[src/hw/ibca_pkg.sv]
// shared constants and types of the internal bus controller and arbiter
package ibca_pkg;

	// access targets on the internal bus
	typedef enum logic [1:0] {
		TGT_MEM,
		TGT_PERIPH,
		TGT_CAN,
		TGT_MOTOR
	} ibca_target_type;

	// current bus owner
	typedef enum logic {
		OWN_CPU,
		OWN_TE
	} ibca_owner_type;

	// states per access, one state is one clock period
	localparam logic [2:0] MEM_STATES    = 3'h1;
	localparam logic [2:0] PERIPH_STATES = 3'h2;
	localparam logic [2:0] CAN_STATES    = 3'h4;
	localparam logic [2:0] MOTOR_STATES  = 3'h3;
	localparam logic [2:0] MAX_STATES    = 3'h4;

	// state counter width and reset values
	localparam int         STATE_W       = 2;
	localparam logic [1:0] STATE_RESET   = 2'h0;
	localparam logic       FLAG_RESET    = 1'h0;

	// data path width flag: high means 16 bits, low means 8 bits
	localparam logic       PATH_16       = 1'h1;
	localparam logic       PATH_8        = 1'h0;

endpackage

[src/hw/ibca_bus_arbiter.sv]
// internal bus controller: access timing and cpu / transfer engine arbitration
//
// Behaviour
// - time counted in clock states, one to four
// - memory access one state, 16-bit, byte/word
// - ordinary peripheral access two states, 8/16-bit
// - can module four states plus wait states
// - motor timer, output enable: three states, 16-bit
// - two masters, each with own request
// - acknowledge highest requester; owner keeps bus
// - cpu lowest; transfer engine request wins eventually
// - ownership changes only at cycle boundaries, except when a sleeping cpu hands over
// - sleeping cpu hands over bus immediately
`timescale 1ns/100ps
module ibca_bus_arbiter (
	// clock and reset
	input  wire logic                       clock,
	input  wire logic                       rst,
	// cpu master
	input  wire logic                       cpu_req,
	input  wire logic                       cpu_start,
	input  wire ibca_pkg::ibca_target_type  cpu_target,
	input  wire logic                       cpu_word,
	input  wire logic                       cpu_periph_wide,
	input  wire logic                       cpu_lock,
	input  wire logic                       cpu_sleep,
	// transfer engine master
	input  wire logic                       te_req,
	input  wire logic                       te_start,
	input  wire ibca_pkg::ibca_target_type  te_target,
	input  wire logic                       te_word,
	input  wire logic                       te_periph_wide,
	input  wire logic                       te_lock,
	// can controller module
	input  wire logic                       can_wait,
	// acknowledges
	output logic                            cpu_ack_reg,
	output logic                            te_ack_reg,
	// access in progress
	output logic                            cyc_busy_reg,
	output logic                            cyc_done_reg,
	output logic [ibca_pkg::STATE_W-1:0]    cyc_state_reg,
	output logic                            cyc_wide_reg,
	output logic                            cyc_word_reg,
	output ibca_pkg::ibca_target_type       cyc_target_reg,
	output ibca_pkg::ibca_owner_type        cyc_master_reg
);
	import ibca_pkg::*;

	ibca_owner_type owner_reg;
	ibca_owner_type owner_next;
	logic lock_reg;
	logic lock_next;

	wire logic boundary;
	wire logic to_engine;
	wire logic to_cpu;
	wire logic cpu_go;
	wire logic te_go;
	wire logic start_any;
	wire logic sel_word;
	wire logic sel_wide;
	wire logic sel_lock;
	wire ibca_target_type sel_target;
	wire ibca_owner_type start_master;

	// boundary: no access running and no multi-part access open
	assign boundary = !cyc_busy_reg && !lock_reg;

	// engine takes the bus at a boundary, or at once while the cpu sleeps
	assign to_engine = cpu_ack_reg && te_req && (boundary || cpu_sleep);
	// engine drops its request only between its operations; cpu gets it back
	assign to_cpu = te_ack_reg && !te_req && boundary;

	// a pending handover blocks new cpu starts so the cpu cannot starve the engine
	assign cpu_go = cpu_ack_reg && cpu_req && cpu_start && !to_engine;
	assign te_go = te_ack_reg && te_req && te_start;
	assign start_any = (cpu_go || te_go) && !cyc_busy_reg;

	// access attributes of the acknowledged master
	assign sel_target = te_ack_reg ? te_target : cpu_target;
	assign sel_word = te_ack_reg ? te_word : cpu_word;
	assign sel_wide = te_ack_reg ? te_periph_wide : cpu_periph_wide;
	assign sel_lock = te_ack_reg ? te_lock : cpu_lock;
	assign start_master = te_ack_reg ? OWN_TE : OWN_CPU;

	always_comb begin
		owner_next = owner_reg;
		case (owner_reg)
			OWN_CPU: begin
				if (to_engine) begin
					owner_next = OWN_TE;
				end
			end
			OWN_TE: begin
				if (to_cpu) begin
					owner_next = OWN_CPU;
				end
			end
			default: begin
				owner_next = OWN_CPU;
			end
		endcase
	end

	// a locked access keeps the bus until its last operation starts
	always_comb begin
		lock_next = lock_reg;
		if (start_any) begin
			lock_next = sel_lock;
		end else if (owner_next != owner_reg) begin
			lock_next = 1'b0;
		end
	end

	always_ff @(posedge clock or posedge rst) begin
		if (rst) begin
			owner_reg <= OWN_CPU;
			lock_reg  <= FLAG_RESET;
		end else begin
			owner_reg <= owner_next;
			lock_reg  <= lock_next;
		end
	end

	// acknowledges follow the owner, exactly one at a time
	always_ff @(posedge clock or posedge rst) begin
		if (rst) begin
			cpu_ack_reg <= 1'b1;
			te_ack_reg  <= FLAG_RESET;
		end else begin
			cpu_ack_reg <= (owner_next == OWN_CPU);
			te_ack_reg  <= (owner_next == OWN_TE);
		end
	end

	always_ff @(posedge clock or posedge rst) begin
		if (rst) begin
			cyc_master_reg <= OWN_CPU;
		end else if (start_any) begin
			cyc_master_reg <= start_master;
		end
	end

	// state sequencing lives in the timer so its counts stay in one place
	ibca_cycle_timer i_ibca_cycle_timer (
		.clock       (clock),
		.rst         (rst),
		.start       (start_any),
		.target      (sel_target),
		.word        (sel_word),
		.periph_wide (sel_wide),
		.can_wait    (can_wait),
		.busy_reg    (cyc_busy_reg),
		.done_reg    (cyc_done_reg),
		.state_reg   (cyc_state_reg),
		.wide_reg    (cyc_wide_reg),
		.word_reg    (cyc_word_reg),
		.target_reg  (cyc_target_reg)
	);

	// helper: counts states of the running access, wait states included
	logic [3:0] chk_len_reg;
	always_ff @(posedge clock or posedge rst) begin
		if (rst) begin
			chk_len_reg <= 4'h0;
		end else if (start_any) begin
			chk_len_reg <= 4'h0;
		end else if (cyc_busy_reg && chk_len_reg != 4'hF) begin
			chk_len_reg <= chk_len_reg + 4'h1;
		end
	end
endmodule

[src/hw/ibca_cycle_timer.sv]
// access state sequencer: counts the states of one internal bus access
`timescale 1ns/100ps
module ibca_cycle_timer (
	// clock and reset
	input  wire logic                       clock,
	input  wire logic                       rst,
	// access request from the owning master
	input  wire logic                       start,
	input  wire ibca_pkg::ibca_target_type  target,
	input  wire logic                       word,
	input  wire logic                       periph_wide,
	// wait request from the can controller module
	input  wire logic                       can_wait,
	// access progress
	output logic                            busy_reg,
	output logic                            done_reg,
	output logic [ibca_pkg::STATE_W-1:0]    state_reg,
	output logic                            wide_reg,
	output logic                            word_reg,
	output ibca_pkg::ibca_target_type       target_reg
);
	import ibca_pkg::*;

	logic [STATE_W-1:0] last_reg;

	wire logic [2:0] start_states;
	wire logic [STATE_W-1:0] start_last;
	wire logic start_wide;
	wire logic take;
	wire logic at_last;
	wire logic in_wait;
	wire logic finish;

	// length per target
	assign start_states = (target == TGT_MEM)    ? MEM_STATES :
	                      (target == TGT_PERIPH) ? PERIPH_STATES :
	                      (target == TGT_CAN)    ? CAN_STATES :
	                                               MOTOR_STATES;
	assign start_last = start_states[STATE_W-1:0] - 2'h1;
	// only ordinary peripherals may use the narrow path
	assign start_wide = (target == TGT_PERIPH) ? periph_wide : PATH_16;
	assign take = start && !busy_reg;
	assign at_last = busy_reg && (state_reg == last_reg);
	// wait states hold the final state as long as the module asks
	assign in_wait = at_last && (target_reg == TGT_CAN) && can_wait;
	assign finish = at_last && !in_wait;

	always_ff @(posedge clock or posedge rst) begin
		if (rst) begin
			busy_reg   <= FLAG_RESET;
			done_reg   <= FLAG_RESET;
			state_reg  <= STATE_RESET;
			last_reg   <= STATE_RESET;
			wide_reg   <= PATH_16;
			word_reg   <= FLAG_RESET;
			target_reg <= TGT_MEM;
		end else begin
			done_reg <= finish;
			if (take) begin
				busy_reg   <= 1'b1;
				state_reg  <= STATE_RESET;
				last_reg   <= start_last;
				wide_reg   <= start_wide;
				word_reg   <= word;
				target_reg <= target;
			end else if (finish) begin
				busy_reg <= 1'b0;
			end else if (busy_reg && !in_wait) begin
				state_reg <= state_reg + 2'h1;
			end
		end
	end
endmodule

[config.mk]
export PLATFORM = sky130hd
export DESIGN_NAME = ibca_bus_arbiter
export DESIGN_NICKNAME = d
export VERILOG_FILES = /design/src/hw/ibca_pkg.sv /design/src/hw/ibca_bus_arbiter.sv /design/src/hw/ibca_cycle_timer.sv
export SDC_FILE = /design/constraint.sdc
export NUM_CORES = 1
export LEC_CHECK = 0
export BUFFER_PORTS_ARGS = -buffer_cell sky130_fd_sc_hd__buf_2
export CAP_MARGIN = 20
export CORE_MARGIN = 1.5
export CORE_UTILIZATION = 40
export CTS_BUF_LIST = sky130_fd_sc_hd__clkbuf_16
export DETAILED_ROUTE_END_ITERATION = 6
export GPL_TIMING_DRIVEN = 0
export PLACE_DENSITY = 0.76
export SETUP_SLACK_MARGIN = 0.4
export SYNTH_ARGS = -nofsm -noshare
export SYNTH_HDL_FRONTEND = slang
export SYNTH_SLANG_ARGS = --single-unit
[constraint.sdc]
create_clock -name clock -period 2.6 [get_ports clock]
set_input_delay 0.65 -clock clock [delete_from_list [all_inputs] [get_ports clock]]
set_output_delay 0.65 -clock clock [all_outputs]
set_load 0.02 [all_outputs]
After elaboration in Yosys (flattened, before gate mapping):

Cells that the tools add are included.

* register bits: 14
* input port bits: 18
* output and inout bits: 11
* word-level logic and storage cells: 69

* $add $sub $neg: 2
* equal/unequal tests: 6
* muxes and demuxes: 19
* bitwise operators: 2
* reduce and logical (&&, ||, !) cells: 29

Operators by type and width (number)
* $logic_and A1 B1 Y1: 17
* $mux W2: 7
* $mux W1: 11
* $reduce_bool A2 Y1: 3
* $logic_not A1 Y1: 5
* $eq A2 B2 Y1 const B: 2
* $add A2 B1 Y2 const B: 1
* $eq A2 B1 Y1 const B: 1
* $eq A2 B2 Y1: 1
* $logic_not A2 Y1: 1
* $logic_or A1 B1 Y1: 2
* $ne A2 B1 Y1 const B: 1
* $not A1 Y1: 2
* $pmux W1 S2: 1
* $reduce_and A2 Y1: 1
* $sub A2 B1 Y2 const B: 1
* $ne A1 B1 Y1: 1

Longest topological paths before layout:

* depth in word-level cells: 11
* depth in mapped cells: 5
* gate-level depth less buffers: 4

Cells and area by module:

From an unflattened synthesis, not the netlist that was laid out.

* cells, all modules: 73
* area, all modules: 762.0 µm²

Modules (own cells, without submodules)
* ibca_cycle_timer: times used 1, cells an instance 46, area each 480.5 µm², sequential area each 251.5 µm²
* ibca_bus_arbiter: times used 1, cells an instance 27, area each 281.5 µm², sequential area each 101.3 µm²

Worst setup path before layout:

OpenSTA, ideal clock, no wires.

* path type: input -> register
* start point: in te_start
* end point: reg cyc_master_reg
* library setup time: 0.125 ns
* arrival: 1.460 ns
* data required time: 2.475 ns
* path slack: 1.015 ns
* stages on the path: 3
* buffers on the path: 0
* cell sequence: and3_4 a22oi_4 mux2_4

* longest elaborated chain between the ends: 3

RTL lines
* from (decl): line ibca_bus_arbiter.sv:29 `input wire logic te_start,`
* $logic_and A1 B1 Y1: line ibca_bus_arbiter.sv:77 `assign te_go = te_ack_reg && te_req && te_start;`
* $logic_or A1 B1 Y1: line ibca_bus_arbiter.sv:78 `assign start_any = (cpu_go || te_go) && !cyc_busy_reg;`
* $logic_and A1 B1 Y1: line ibca_bus_arbiter.sv:78
* to (signal assigned): line ibca_bus_arbiter.sv:141 `cyc_master_reg <= start_master;`
* to (decl): line ibca_bus_arbiter.sv:46 `output ibca_pkg::ibca_owner_type cyc_master_reg`

Every way passes these cells.
A chain may end at the register's enable or synchronous reset.

Worst setup path in the final report:

* start point: reg cpu_ack_reg
* end point: out cpu_ack_reg

RTL lines
* from (decl): line ibca_bus_arbiter.sv:37 `output logic cpu_ack_reg,`
* from (signal assigned): line ibca_bus_arbiter.sv:132 `cpu_ack_reg <= (owner_next == OWN_CPU);`

No word-level cell between the ends.

==> flow_metrics.env <==
export IMPL_outcome="finished, final reports clean"
export IMPL_critPathTopFamily="flip-flops"
export IMPL_rsz0062_at_grt="no"
export IMPL_gp_congestion=0.719
export IMPL_synth_seq_area_share=0.449
export IMPL_coreArea_sq_mm=0.00173
export IMPL_dieArea_sq_mm=0.00209
export IMPL_slowest_delay_ns=0.56
export IMPL_synth_commonest_cells="dfrtp_1 (11), inv_1 (6), mux2i_1 (6)"
export IMPL_switching_share=0.375
export IMPL_startpoint_type="flop"
export IMPL_cp_cell_sequence="buf_2"
export IMPL_syn_inst=63
export IMPL_synthMostInstantiatedCell="dfrtp_1"
export IMPL_end_kind="primary output"
export IMPL_placed_cell_area_sq_um=902
export IMPL_fp_dieW_um=45.7
export IMPL_synth_edff_count=0
export IMPL_clkLatencyLatePin_ns=0.24
export IMPL_wire_per_inst_um=11.8
export IMPL_yosysTopAreaCell="dfrtp_1"
export IMPL_synth_fp_nets=82
export IMPL_die_h_um=45.7
export IMPL_async_reset_ff_frac=1.00
export IMPL_io_buffers=28
export IMPL_first_pass_iters=3
export IMPL_final_hold_viol_count=0
export IMPL_netlist_top_cells_area="dfrtp_1 (38%), mux2i_1 (8.2%), mux2_4 (8.2%)"
export IMPL_grt_use_met3=0.0357
export IMPL_critPathArrivalTime_ns=0.96
export IMPL_fillCellCount=163
export IMPL_clock_fmax_mhz=620
export IMPL_finalSetupTns_ns=0
export IMPL_grtUsageTotal=0.163
export IMPL_finalInstanceArea_sq_um=981
export IMPL_finalCriticalPeriod_ns=1.61
export IMPL_intPower_mw=0.804
export IMPL_clk_path_buf_depth=2
export IMPL_p_seq_frac=0.325
export IMPL_route_detailed_drc=0
export IMPL_clockPowerShare=0.217
export IMPL_pin_count=29
export IMPL_avgSynthCellArea_sq_um=11.6
export IMPL_slew_viol_final=0
export IMPL_powerDensity_mw_per_mm2=1310
export IMPL_hold_class="primary input to asynchronous set/reset pin"
export IMPL_path_buf_inv=1
export IMPL_grt_pass1_wl_mm=2.35
export IMPL_cts_root_buf="clkbuf_16"
export IMPL_cp_data_required_time_ns=1.95
export IMPL_post_cts_buffers=0
export IMPL_drt_iter0_drc=1
export IMPL_pwr_share_comb=0.458
export IMPL_insertedDiodeCount=0
export IMPL_ant_nets=0
export IMPL_synth_top_area_share=0.377
export IMPL_busiest_layer="met2"
export IMPL_hold_ws_ns=0.420
export IMPL_drive_gt1_frac=0.516
export IMPL_fp_row_count=15
export IMPL_cts_max_level=1
export IMPL_dp_hpwl_mm=1.05
export IMPL_crit_fanout=5
export IMPL_ctsResizeCount=0
export IMPL_grt_max_degree=14
export IMPL_wirelength_mm=1.42
export IMPL_ys_seq_elements=13
export IMPL_relSlewSlack=0.683
export IMPL_grt_pass1_vias=571
export IMPL_cts_tree="built"
export IMPL_fin_crit_sh=0.620
export IMPL_num_nets_final=115
export IMPL_area_delta_synth_final_pct=34.2
export IMPL_synth_area_sq_um=731
export IMPL_initial_core_util=0.423
export IMPL_synth_main_ff_cell="dfrtp_1"
export IMPL_met1_usage=0.184
export IMPL_tightest_slew_ns=0.474
export IMPL_maxCapViolCount=0
export IMPL_cts_sinks=13
export IMPL_hold_buffers=0
export IMPL_overflow=0
export IMPL_finalSetupViolCount=0
export IMPL_power_net_switching_mw=0.482
export IMPL_vias=593
export IMPL_antenna_found_initial=0
export IMPL_path_class="flop to primary output"
export IMPL_crit_slowest_cell="dfstp_2"
export IMPL_yosysWarningCount=0
export IMPL_cts_buffers=3
export IMPL_peakVddDrop_uv=539
export IMPL_use_met2=0.276
export IMPL_ys_types=32
export IMPL_fin_worst_skew_ns=0.000868
export IMPL_via_per_inst=4.94
export IMPL_path_clk_slew_ns=0.04
export IMPL_leakage_nw=0.526
==> kinds of logic (layout without fill, tap and decap cells) <==
| logic type | count (synthesis) | in the layout | share of synthesized area |
|---|---|---|---|
| AO/OA/AOI/OAI | 14 | 14 | 0.151 |
| flip-flops | 13 | 13 | 0.449 |
| multiplexers | 12 | 12 | 0.195 |
| AND/OR/NAND/NOR | 12 | 12 | 0.108 |
| buffers and inverters | 9 | 41 | 0.0565 |
| XOR/XNOR | 2 | 2 | 0.0240 |
| adder cells (fa/ha/maj) | 1 | 1 | 0.0171 |
==> routing by layer <==
layer / vias up / share of wire
met3: 2 / 0.051
li1: 291 / -
met1: 279 / 0.42
met2: 21 / 0.51
met5: - / 0
met4: 0 / 0.012
==> power by group through the flow <==
stage | clock [mW] | combinational [mW] | sequential (mW)
2_1_floorplan | 0 | 0.354 | 0.497
3_3_place_gp | 0 | 0.580 | 0.412
3_5_place_dp | 0 | 0.593 | 0.415
4_1_cts | 0.286 | 0.597 | 0.417
5_1_grt | 0.297 | 0.648 | 0.434
6_report | 0.279 | 0.589 | 0.418
==> stage by stage <==
step / total power [mW] / utilization / instances / worst slack [ns]
3_3_place_gp: 0.992 / 0.522 / 116 / 0.826
2_1_floorplan: 0.850 / - / 63 / 1.01
6_report: 1.29 / 0.568 / 120 / 0.988
3_5_place_dp: 1.01 / 0.522 / 116 / 0.800
5_1_grt: 1.38 / 0.568 / 120 / 0.943
4_1_cts: 1.30 / 0.568 / 120 / 0.981
==> cells in the final DEF, fill, tap and decap left out, drive strengths merged, types with 2 or more instances in the layout <==
| master | instances |
|---|---|
| buf | 30 |
| nand2 | 3 |
| dfrtp | 11 |
| clkbuf | 3 |
| mux2 | 6 |
| nor2 | 2 |
| a21oi | 3 |
| mux2i | 6 |
| o21ai | 2 |
| inv | 8 |
| dfstp | 2 |
==> path summary, 6_finish.rpt <==
kind	from	endpoint	slack, ns	depth (start not counted)
max in group asynchronous	rst	cpu_ack_reg	1.83	2
max reg2reg	te_ack_reg	cyc_master_reg	1.07	4
min reg2reg	cyc_master_reg	cyc_master_reg	0.51	1
min in group clock	cyc_master_reg	cyc_master_reg	0.51	1
max	cpu_ack_reg	cpu_ack_reg	0.99	1
min	rst	i_ibca_cycle_timer.word_reg	0.42	2
==> cell type report <==
type | instances | area (sq um) | share of cell area
multi-input cells | 41 | 362 | 0.369
flip-flops and latches | 13 | 328 | 0.334
repair buffers | 28 | 140 | 0.143
clock buffers | 3 | 75.1 | 0.0765
well taps | 25 | 31.3 | 0.0319
inverters | 7 | 26.3 | 0.0268
plain buffers | 2 | 15.0 | 0.0153
clock inverters | 1 | 3.75 | 0.00383
Power figures use the tool's default switching activity.
